--- config.mk ---
export PLATFORM = sky130hd
export DESIGN_NAME = mxsp_host
export DESIGN_NICKNAME = d
export VERILOG_FILES = /design/src/mxsp_pkg.sv /design/src/mxsp_host.sv
export VERILOG_INCLUDE_DIRS = /design/src
export SDC_FILE = /design/constraint.sdc
export NUM_CORES = 1
export LEC_CHECK = 0
export BUFFER_PORTS_ARGS = -buffer_cell sky130_fd_sc_hd__buf_2
export CORE_UTILIZATION = 56
export DETAILED_ROUTE_END_ITERATION = 10
export HOLD_SLACK_MARGIN = 0.05
export MAX_ROUTING_LAYER = met4
export PLACE_DENSITY = 0.87
export SLEW_MARGIN = 40
export SYNTH_ARGS = -nofsm -noshare
export SYNTH_HDL_FRONTEND = slang
export SYNTH_SLANG_ARGS = --single-unit
--- constraint.sdc ---
create_clock -name i_clk_sys -period 3.2 [get_ports i_clk_sys]
set_clock_uncertainty 0.05 [all_clocks]
set_input_delay 0.32 -clock i_clk_sys [delete_from_list [all_inputs] [get_ports i_clk_sys]]
set_output_delay 0.32 -clock i_clk_sys [all_outputs]
set_load 0.02 [all_outputs]
--- src/mxsp_map.svh ---
// Timing counts and pin field layout for the multiplexed memory host port.
// Assumes the includer runs on a 40 MHz system clock (25 ns period).
`ifndef MXSP_MAP_SVH
`define MXSP_MAP_SVH

`define MXSP_CLK_PERIOD_NS   25
`define MXSP_LO_ADDR_LSB     0
`define MXSP_LO_ADDR_W       8
`define MXSP_HI_ADDR_LSB     8
`define MXSP_HI_ADDR_W       5
`define MXSP_HI_UNUSED_VAL   3'h0
// Strobe low width, setup and access times in ns
`define MXSP_T_STRB_LOW_NS   15
`define MXSP_T_ADDR_SETUP_NS 20
`define MXSP_T_STRB_TO_RW_NS 15
`define MXSP_T_DATA_SETUP_NS 60
`define MXSP_T_WR_LOW_NS     50
`define MXSP_T_RD_ACCESS_NS  70
`define MXSP_T_RD_HIZ_NS     25
// Least times round up to whole cycles
`define MXSP_CYC(ns) (((ns) + `MXSP_CLK_PERIOD_NS - 1) / `MXSP_CLK_PERIOD_NS)

`endif

--- src/mxsp_pkg.sv ---
// Types for the multiplexed memory host port.
// Assumes mxsp_map.svh is available on the include path.
`default_nettype none
package mxsp_pkg;
    typedef enum logic [3:0] {
        MXSP_IDLE   = 4'h0,
        MXSP_LO_SET = 4'h1,
        MXSP_LO_STB = 4'h2,
        MXSP_HI_SET = 4'h3,
        MXSP_HI_STB = 4'h4,
        MXSP_GAP    = 4'h5,
        MXSP_WR_SET = 4'h6,
        MXSP_WR_STB = 4'h7,
        MXSP_RD_STB = 4'h8,
        MXSP_RD_HIZ = 4'h9
    } mxsp_state_t;
endpackage : mxsp_pkg
`default_nettype wire

--- src/mxsp_host.sv ---
// Host controller that drives a multiplexed address/data static memory port.
// Assumes the memory pins are wired straight to these ports; bus turnaround by testbench.
// Function
// RL1 - Device loads address latches only on rising edge of matching strobe.
// RL2 - Low address strobe captures the eight low address bits.
// RL3 - High address strobe captures five upper bits, forming thirteen-bit address.
// RL4 - Address halves may be strobed in either order.
// RL5 - Latched halves persist until re-strobed; unchanged halves may be skipped.
// RL6 - For a write, data goes on the bus before write strobe asserts.
// RL7 - Device drives stored byte only while read strobe is asserted.
// RL8 - Host never asserts read and write strobes together.
// RL9 - Read and write strobes need chip enable asserted first.
// RL10 - Top three bus lines ignored when capturing the upper address half.
// RL11 - Write uses the latest latched upper and lower halves.
`timescale 1ns/10ps
`default_nettype none
`include "mxsp_map.svh"
module mxsp_host
    import mxsp_pkg::*;
#(
    parameter int ADDR_W = 13
) (
    input  wire  logic        i_clk_sys,
    input  wire  logic        i_rst_b,
    input  wire  logic        i_req,
    input  wire  logic        i_req_write,
    input  wire  logic [12:0] i_req_addr,
    input  wire  logic [7:0]  i_req_wdata,
    output logic              o_req_ready,
    output logic              o_rsp_valid,
    output logic [7:0]        o_rsp_rdata,
    output logic              o_chip_en_n,
    output logic              o_low_addr_strobe_n,
    output logic              o_high_addr_strobe_n,
    output logic              o_read_en_n,
    output logic              o_write_en_n,
    input  wire  logic [7:0]  i_shared_addr_data_bus,
    output logic [7:0]        o_shared_addr_data_bus,
    output logic              o_shared_addr_data_bus_oe
);
    localparam int CNT_W = 4;
    localparam logic [CNT_W-1:0] C_SET  = CNT_W'(`MXSP_CYC(`MXSP_T_ADDR_SETUP_NS));
    localparam logic [CNT_W-1:0] C_STB  = CNT_W'(`MXSP_CYC(`MXSP_T_STRB_LOW_NS));
    localparam logic [CNT_W-1:0] C_GAP  = CNT_W'(`MXSP_CYC(`MXSP_T_STRB_TO_RW_NS));
    localparam logic [CNT_W-1:0] C_DSET = CNT_W'(`MXSP_CYC(`MXSP_T_DATA_SETUP_NS));
    localparam logic [CNT_W-1:0] C_WR   = CNT_W'(`MXSP_CYC(`MXSP_T_WR_LOW_NS));
    // Two spare cycles so the access time is met after the input synchroniser
    localparam logic [CNT_W-1:0] C_RD   = CNT_W'(`MXSP_CYC(`MXSP_T_RD_ACCESS_NS) + 2);
    localparam logic [CNT_W-1:0] C_HIZ  = CNT_W'(`MXSP_CYC(`MXSP_T_RD_HIZ_NS));

    if (ADDR_W != `MXSP_LO_ADDR_W + `MXSP_HI_ADDR_W) begin : g_bad_addr_w
        $error("mxsp_host: ADDR_W must be 13");
    end

    ////////////////////////////////////////////////////////////////////////////////
    mxsp_state_t      state_q;
    logic [CNT_W-1:0] cnt_q;
    logic             wr_q;
    logic [12:0]      addr_q;
    logic [7:0]       wdata_q;
    logic [12:0]      shadow_q;
    logic             shadow_ok_q;
    logic [7:0]       bus_s1_q;
    logic [7:0]       bus_s2_q;
    logic             done;
    logic             lo_same;
    logic             hi_same;

    assign done        = (cnt_q == '0);
    assign lo_same     = shadow_ok_q && (shadow_q[7:0] == addr_q[7:0]);
    assign hi_same     = shadow_ok_q && (shadow_q[12:8] == addr_q[12:8]);
    assign o_req_ready = (state_q == MXSP_IDLE);

    // Two-flop synchroniser on the shared bus input
    always_ff @(posedge i_clk_sys or negedge i_rst_b) begin
        if (!i_rst_b) begin
            bus_s1_q <= 8'h00;
            bus_s2_q <= 8'h00;
        end else begin
            bus_s1_q <= i_shared_addr_data_bus;
            bus_s2_q <= bus_s1_q;
        end
    end

    ////////////////////////////////////////////////////////////////////////////////
    // Sequencer: low half then high half, skipping halves already latched
    always_ff @(posedge i_clk_sys or negedge i_rst_b) begin
        if (!i_rst_b) begin
            state_q <= MXSP_IDLE;
            cnt_q   <= '0;
        end else begin
            if (!done)
                cnt_q <= cnt_q - 1'b1;
            unique case (state_q)
                MXSP_IDLE: begin
                    if (i_req) begin
                        state_q <= MXSP_LO_SET;
                        cnt_q   <= C_SET;
                    end
                end
                MXSP_LO_SET: begin
                    if (lo_same) begin // see RL5
                        state_q <= MXSP_HI_SET;
                        cnt_q   <= C_SET;
                    end else if (done) begin
                        state_q <= MXSP_LO_STB;
                        cnt_q   <= C_STB;
                    end
                end
                MXSP_LO_STB: begin
                    if (done) begin
                        state_q <= MXSP_HI_SET;
                        cnt_q   <= C_SET;
                    end
                end
                MXSP_HI_SET: begin
                    if (hi_same) begin // see RL5
                        state_q <= MXSP_GAP;
                        cnt_q   <= C_GAP;
                    end else if (done) begin
                        state_q <= MXSP_HI_STB;
                        cnt_q   <= C_STB;
                    end
                end
                MXSP_HI_STB: begin
                    if (done) begin
                        state_q <= MXSP_GAP;
                        cnt_q   <= C_GAP;
                    end
                end
                MXSP_GAP: begin
                    if (done) begin
                        state_q <= wr_q ? MXSP_WR_SET : MXSP_RD_STB;
                        cnt_q   <= wr_q ? C_DSET : C_RD;
                    end
                end
                MXSP_WR_SET: begin
                    if (done) begin // see RL6
                        state_q <= MXSP_WR_STB;
                        cnt_q   <= C_WR;
                    end
                end
                MXSP_WR_STB: begin
                    if (done)
                        state_q <= MXSP_IDLE;
                end
                MXSP_RD_STB: begin
                    if (done) begin
                        state_q <= MXSP_RD_HIZ;
                        cnt_q   <= C_HIZ;
                    end
                end
                MXSP_RD_HIZ: begin
                    if (done)
                        state_q <= MXSP_IDLE;
                end
                default: state_q <= MXSP_IDLE;
            endcase
        end
    end

    ////////////////////////////////////////////////////////////////////////////////
    // Request capture and memory of what the device has latched
    always_ff @(posedge i_clk_sys or negedge i_rst_b) begin
        if (!i_rst_b) begin
            wr_q    <= 1'b0;
            addr_q  <= 13'h0000;
            wdata_q <= 8'h00;
        end else if (state_q == MXSP_IDLE && i_req) begin
            wr_q    <= i_req_write;
            addr_q  <= i_req_addr;
            wdata_q <= i_req_wdata;
        end
    end

    // Shadow is only trusted once both halves were strobed since reset
    always_ff @(posedge i_clk_sys or negedge i_rst_b) begin
        if (!i_rst_b) begin
            shadow_q    <= 13'h0000;
            shadow_ok_q <= 1'b0;
        end else begin
            if (state_q == MXSP_LO_STB && done)
                shadow_q[7:0] <= addr_q[7:0]; // see RL2
            if (state_q == MXSP_HI_STB && done) begin
                shadow_q[12:8] <= addr_q[12:8]; // see RL3
                shadow_ok_q    <= 1'b1;
            end
        end
    end

    ////////////////////////////////////////////////////////////////////////////////
    // Pin drivers, all registered so no glitch reaches the strobes
    always_ff @(posedge i_clk_sys or negedge i_rst_b) begin
        if (!i_rst_b) begin
            o_chip_en_n          <= 1'b1;
            o_low_addr_strobe_n  <= 1'b1;
            o_high_addr_strobe_n <= 1'b1;
            o_read_en_n          <= 1'b1;
            o_write_en_n         <= 1'b1;
        end else begin
            // Rising strobe edge on leaving the strobe state latches the half
            o_low_addr_strobe_n  <= !(state_q == MXSP_LO_SET && done && !lo_same)
                                    && !(state_q == MXSP_LO_STB && !done); // see RL1
            o_high_addr_strobe_n <= !(state_q == MXSP_HI_SET && done && !hi_same)
                                    && !(state_q == MXSP_HI_STB && !done); // see RL4
            // Chip enable goes low a gap ahead of either data strobe
            o_chip_en_n  <= !(state_q inside {MXSP_GAP, MXSP_WR_SET, MXSP_WR_STB,
                                              MXSP_RD_STB, MXSP_RD_HIZ}); // see RL9
            o_write_en_n <= !((state_q == MXSP_WR_SET && done)
                              || (state_q == MXSP_WR_STB && !done)); // see RL11
            o_read_en_n  <= !((state_q == MXSP_GAP && done && !wr_q)
                              || (state_q == MXSP_RD_STB && !done)); // see RL8
        end
    end

    always_ff @(posedge i_clk_sys or negedge i_rst_b) begin
        if (!i_rst_b) begin
            o_shared_addr_data_bus    <= 8'h00;
            o_shared_addr_data_bus_oe <= 1'b0;
        end else begin
            unique case (state_q)
                MXSP_LO_SET, MXSP_LO_STB: begin
                    o_shared_addr_data_bus    <= addr_q[7:0];
                    o_shared_addr_data_bus_oe <= 1'b1;
                end
                MXSP_HI_SET, MXSP_HI_STB: begin
                    o_shared_addr_data_bus    <= {`MXSP_HI_UNUSED_VAL, addr_q[12:8]}; // see RL10
                    o_shared_addr_data_bus_oe <= 1'b1;
                end
                MXSP_GAP, MXSP_WR_SET, MXSP_WR_STB: begin
                    o_shared_addr_data_bus    <= wdata_q;
                    o_shared_addr_data_bus_oe <= wr_q;
                end
                default: begin
                    o_shared_addr_data_bus    <= 8'h00;
                    o_shared_addr_data_bus_oe <= 1'b0; // see RL7
                end
            endcase
        end
    end

    // Sample the read byte at the end of the read strobe
    always_ff @(posedge i_clk_sys or negedge i_rst_b) begin
        if (!i_rst_b) begin
            o_rsp_valid <= 1'b0;
            o_rsp_rdata <= 8'h00;
        end else begin
            o_rsp_valid <= (state_q == MXSP_RD_STB && done)
                           || (state_q == MXSP_WR_STB && done);
            if (state_q == MXSP_RD_STB && done)
                o_rsp_rdata <= bus_s2_q; // see RL7
        end
    end
endmodule : mxsp_host
`default_nettype wire

==> reports/results.ini, run 1 <==
[status]
status = complete, no violations

[cts]
insertion_delay_ps = 360
max-clock-path-buffers = 2
cts-htree-levels = 3
cts_resized = 0
cts_tree = built
root_buffer = clkbuf_8
clk_pin_slew_worst_paths_ps = 80
cts_buffers = 9
clock-sinks = 83

[critical_path]
critical_path.endpoint_type = register
r2r_slack_ps = 680
path_buf_inv = 4
slowest_delay_ps = 410
required_ps = 3370
reg2reg_depth = 12
cp_max_fo = 16
cp-start-kind = register
timing.rr.end = cnt_q[0]
cpLargestDelayFamily = compound AO/OA/AOI/OAI gates
timing.rr.start = cnt_q[0]
worstPathArrival_ps = 2690
path_cells = inv_1, ha_1, nor2b_1, nor2b_1, buf_4, inv_2, ha_1, inv_1, o21ai_0, a21oi_1, a2111oi_0, o22ai_1
worstSetupPathType = reg2reg
cpMaxStageDelayCell = dfrtp_1

[placed_design]
dp_hpwl_um = 4970
gp_congestion = 0.969
place_ws_ps = 734
placed_cell_area_sq_um = 4060
io_buffers = 56

[timing]
min_period_ps = 2520
rsz0062_at_grt = no
fmax_mhz = 397
slew_violations = 0
fin_setup_tns_ps = 0
hold_ws_ps = 136
hold_violations = 0
worst_pin_slew_ps = 769
slew_headroom_pct = 48.7
fin_crit_sh_pct = 78.7
setup_slack_ps = 680
final-setup-viol-count = 0

[layout]
diodes = 0
nNetsFinal = 394
area_growth_pct = 16.1
n_fill_cell = 476
final_area_sq_um = 4330
mostFrequentLayoutCells = dfrtp_1, buf_2, mux2_2
final_common_cell = dfrtp_1
layout-drive-gt1-share_pct = 36.6

[floorplanning]
die_h_um = 83.6
row_count = 29
die_w_um = 83.6
start_util_pct = 58.4
die_area_sq_um = 6990
pin_count = 57
core_area_sq_um = 6390

[logic_synthesis]
synth.net_count = 326
synth-async-reset-ratio_pct = 100
yosysWarnings = 0
synth-seq-cells = 83
synth.distinct_cells = 56
ys_seq_area_share_pct = 55.9
yosys_most_used_dff = dfrtp_1
syn-cell-area_sq_um = 3730
netlist_instances = 290
syn_area_per_cell_sq_um = 12.9
synth_edf_count = 0

[min_path]
hp-class = in2reg
hold_depth = 2
hp-start = i_req_addr[1]
min_delay_worst_endpoint = addr_q[1]

[routing]
via_per_inst = 5.66
drt-total-wl_um = 7260
ant_nets = 0
routed-via-count = 2492
post-route-drc-count = 0
drtIter0Drc = 163
detail_route.first_pass.iterations = 4
wire_per_inst_um = 16.5

[global_routing]
grt_pass1_wl_um = 12400
antenna_found_initial = 0
grt_use_total_pct = 23.7
grt-ovfl-total = 0
grt_start_max_net_pins = 84
grt_pass1_vias = 2653

[power_and_ir_drop]
p_clk_share_pct = 15.0
p_per_area_nw_per_um2 = 1070
intPower_mw = 2.76
combPwrFrac_pct = 45.9
power.net_switching_mw = 1.86
ir_drop_mv = 0.657
swShare_pct = 40.3
power_leakage_nw = 2.12
pwr-share-seq_pct = 39.1

[flow_run]
cap_violations = 0

==> synthesized netlist by cell type (3+ instances only) <==
cell      number  area [sq um]
a21o_1         7          52.6
a21oi_1       14          70.1
a22o_1        10          87.6
buf_2          7          35.0
buf_6          3          33.8
dfrtp_1       78          1950
dfstp_2        5           131
ha_1           3          37.5
inv_1          6          22.5
mux2_2        23           259
mux2_4        20           300
nand2_1        9          33.8
nand2b_1       6          37.5
nand3_1        8          40.0
nor2_1        17          63.8
nor2b_1        4          25.0
nor3_1         6          30.0
o21ai_0        6          30.0
xnor2_1        3          26.3
xor2_1        11          96.3
==> per-layer routing <==
| metal | up-vias | share of wire, % | track usage (%) |
|---|---|---|---|
| met2 | 87 | 51 | 38.9 |
| li1 | 1177 | - | - |
| met1 | 1216 | 42 | 28.6 |
| met3 | 12 | 5.1 | 5.24 |
| met4 | 0 | 1.4 | 9.55 |
| met5 | - | 0 | - |
==> per-stage QoR <==
step / utilization (%) / total power, mW / instances
final: 67.8 / 4.62 / 440
after global routing: 67.8 / 4.94 / 440
after CTS: 67.8 / 4.64 / 440
after detailed placement: 63.6 / 3.92 / 415
after global placement: 63.6 / 3.84 / 415
after floorplan: - / 3.42 / 290
==> worst register-to-register path, delay by kind of cell, from the launching register on <==
kind | cells | cell delay [ps]
compound gates | 4 | 710
flops | 1 | 410
buf+inv | 4 | 420
fa+ha+maj | 2 | 480
simple gates | 2 | 300
==> cell families (layout without fill, tap and decap cells) <==
kind of cell / after synthesis / in the layout / synth area share (%)
DFF: 83 / 83 / 55.9
xor gates and xnor gates: 14 / 14 / 3.29
muxes: 43 / 43 / 15.0
adders and majority gates: 3 / 3 / 1.01
and+or+nand+nor: 69 / 69 / 10.8
buffers and inverters: 20 / 93 / 3.05
AOI/OAI and AO/OA: 58 / 58 / 11.0
==> registers in the layout, indices dropped and copies added (netlist names) <==
name and flops:
shadow_q 13, state_q 4, cnt_q 4, wr_q 1, addr_q 13, o_high_addr_strobe_n 1
o_read_en_n 1, o_shared_addr_data_bus_oe 1, shadow_ok_q 1, o_rsp_rdata 8, o_chip_en_n 1, wdata_q 8
bus_s1_q 8, o_write_en_n 1, o_low_addr_strobe_n 1, bus_s2_q 8, o_shared_addr_data_bus 8, o_rsp_valid 1
==> how the worst max path moves through the flow <==
stage              from       end  slack, ps  depth (start not counted)
5_1_grt        cnt_q[0]  cnt_q[0]        450                         12
4_1_cts        cnt_q[0]  cnt_q[0]        710                         12
3_5_place_dp   cnt_q[0]  cnt_q[0]        730                         12
2_1_floorplan  cnt_q[0]  cnt_q[0]        890                         13
6_report       cnt_q[0]  cnt_q[0]        680                         12
3_3_place_gp   cnt_q[0]  cnt_q[0]        850                         12
==> final cells by class <==
cell class,count,area [sq um],area share [%]
clock buffers,12,145,3.35
clock inverters,4,33.8,0.780
inverters,7,26.3,0.607
multi-input cells,187,1530,35.4
flip-flops and latches,83,2080,48.1
well taps,77,96.3,2.22
repair buffers,70,414,9.56
==> timing repair <==
item                                   in CTS  in global routing
buffers inserted                            0                  0
endpoints found under the hold margin      86                  0
hold buffers                                9                  0
setup endpoints to repair                   0                  0
==> power by group through the flow <==
stage                     Combinational (mW)  Sequential [mW]  Clock [mW]
after detailed placement                2.10             1.82           0
after floorplan                         1.60             1.81           0
final                                   2.12             1.81       0.691
after CTS                               2.13             1.81       0.707
after global placement                  2.05             1.79           0
after global routing                    2.33             1.86       0.753
Power figures use the tool's default switching activity.
==> inputs of run 2 (changes only) <==
clock period = 2.4 ns   (was 3.2 ns; I/O delays follow)
==> reports/results.ini, run 2 (same netlist as run 1, synthesis figures left out) <==
[power_and_ir_drop]
p_per_area_nw_per_um2 = 1400  ; +31%
intPower_mw = 3.76  ; +36%
swShare_pct = 40.7  ; +0.39 points
power.net_switching_mw = 2.58  ; +39%
ir_drop_mv = 0.810  ; +23%
pwr-share-seq_pct = 37.8  ; -1.3 points
p_total_mw = 6.34  ; +37%
p_clk_share_pct = 15.5  ; +0.5 points
power_leakage_nw = 2.22  ; +4.6%
combPwrFrac_pct = 46.7  ; +0.8 points

[timing]
fin_crit_sh_pct = 95.0  ; +16 points
min_period_ps = 2280  ; -240 ps
final-setup-viol-count = 0  ; unchanged
slew_violations = 0  ; unchanged
fin_setup_tns_ps = 0  ; unchanged
hold_violations = 0  ; unchanged
fmax_mhz = 439  ; +11%
slew_headroom_pct = 49.2  ; +0.53 points
worst_pin_slew_ps = 761  ; -7.92 ps
hold_ws_ps = 58.8  ; -77.1 ps

[placed_design]
dp_hpwl_um = 5110  ; +2.8%
placed_cells = 421  ; +1.4%
io_buffers = 56  ; unchanged
gp_congestion = 0.927  ; -4.3%

[flow_run]
cap_violations = 0  ; unchanged

[layout]
mostFrequentLayoutCells = dfrtp_1, buf_2, mux2_2
reg_top3 = addr_q x13, shadow_q x13
area_growth_pct = 21.8
layoutNonFillerInstCount = 458  ; +4.1%
diodes = 0  ; unchanged
layout-drive-gt1-share_pct = 37.5  ; +0.89 points
nNetsFinal = 412  ; +4.6%
final_common_cell = dfrtp_1

[global_routing]
grt_use_total_pct = 24.6  ; +0.90 points
grt_start_max_net_pins = 84  ; unchanged
grt-ovfl-total = 0  ; unchanged
grt_pass1_wl_um = 12900  ; +3.4%
antenna_found_initial = 0  ; unchanged
grt_pass1_vias = 2701  ; +1.8%

[floorplanning]
core_area_sq_um = 6390  ; unchanged
die_area_sq_um = 6990  ; unchanged
row_count = 29  ; unchanged
start_util_pct = 58.4  ; unchanged
die_h_um = 83.6  ; unchanged
die_w_um = 83.6  ; unchanged
pin_count = 57  ; unchanged

[cts]
cts-htree-levels = 3  ; unchanged
clk_pin_slew_worst_paths_ps = 90  ; about the same
max-clock-path-buffers = 2  ; unchanged
cts_buffers = 9  ; unchanged
root_buffer = clkbuf_8
insertion_delay_ps = 370  ; about the same
clock-sinks = 83  ; unchanged
cts_tree = built

[critical_path]
cpMaxStageDelayCell = dfrtp_1
slowest_delay_ps = 420  ; about the same
cpLargestDelayFamily = compound AO/OA/AOI/OAI gates
worstSetupPathType = reg2reg
worstPathArrival_ps = 2460  ; -230 ps
cp-start-kind = register
required_ps = 2580  ; -790 ps
path_cells = inv_1, ha_1, nor2b_1, nor2b_2, inv_2, ha_1, inv_1, o21ai_0, a21oi_1, a2111oi_1, o22ai_1
path_buf_inv = 3  ; -1
critical_path.endpoint_type = register
cp_max_fo = 3  ; -13

[status]
status = complete, no violations

[routing]
ant_nets = 0  ; unchanged
wire_per_inst_um = 17.1  ; +3.3%
routed-via-count = 2574  ; +3.3%
post-route-drc-count = 0  ; unchanged
drt-total-wl_um = 7810  ; +7.5%
drtIter0Drc = 206  ; +26%
via_per_inst = 5.62  ; -0.77%
detail_route.first_pass.iterations = 5  ; +1

[min_path]
hp-class = in2reg

==> run 2: cell count changes in the layout (fill, tap and decap cells not counted), moves of 2 or more <==
cell / before / now
dlygate4sd3_1: 9 / 21
buf_4: 5 / 9
clkbuf_1: 2 / 0
inv_8: 0 / 2
buf_12: 0 / 2
==> run 2: area by class of cell <==
cell class	instances	area [sq um]
Sequential cell	83	2080
Fill cell	425	1840
Multi-Input combinational cell	187	1540
Timing Repair Buffer	88	604
Clock buffer	9	124
Tap cell	77	96.3
Clock inverter	7	68.8
Inverter	7	26.3
==> run 2: repair_timing <==
item                                   4_1_cts  5_1_grt
gates resized for setup                      0        4
setup endpoints to repair                    0        1
endpoints found under the hold margin       97        1
setup buffers                                0        0
hold buffers                                20        1
==> run 2: worst paths after layout <==
| check | start | end | slack [ps] | cells past startpoint |
|---|---|---|---|---|
| max | cnt_q[0] | cnt_q[0] | 120 | 11 |
| min | i_req_addr[9] | addr_q[9] | 60 | 2 |
| max reg2reg | cnt_q[0] | cnt_q[0] | 120 | 11 |
| min reg2reg | bus_s1_q[7] | bus_s2_q[7] | 300 | 0 |
| max in group asynchronous | i_rst_b | o_low_addr_strobe_n | 1550 | 3 |
| min in group asynchronous | i_rst_b | o_rsp_rdata[5] | 380 | 3 |
==> run 2: stage by stage <==
| stage | cell area, sq um | util (%) | setup slack (ps) |
|---|---|---|---|
| after floorplan | 3730 | - | 88.6 |
| after global placement | 4130 | 64.7 | 271 |
| after detailed placement | 4130 | 64.7 | 116 |
| after CTS | 4520 | 70.8 | 101 |
| after global routing | 4540 | 71.1 | -55.2 |
| final | 4540 | 71.1 | 121 |
==> run 2: routing by layer <==
| metal | vias up | global-route usage (%) | routed length, um |
|---|---|---|---|
| li1 | 1214 | - | - |
| met1 | 1256 | 28.9 | 3220 |
| met2 | 91 | 41.9 | 4130 |
| met3 | 13 | 5.34 | 354 |
| met4 | 0 | 8.47 | 106 |
| met5 | - | - | 0 |
==> run 2: power groups by stage <==
stage / sequential, mW / combinational (mW) / clock [mW]
after floorplan: 2.41 / 2.14 / 0
after global placement: 2.37 / 2.83 / 0
after detailed placement: 2.41 / 2.90 / 0
after CTS: 2.39 / 2.95 / 0.996
after global routing: 2.46 / 3.24 / 1.05
final: 2.39 / 2.96 / 0.984
==> run 2: worst reg2reg max path, delay by kind of cell, from the launching register on <==
kind,cells,cell delay (ps)
AOI/OAI and AO/OA,4,640
adders and majority gates,2,450
buffers and inverters,3,200
DFF,1,420
and+or+nand+nor,2,400
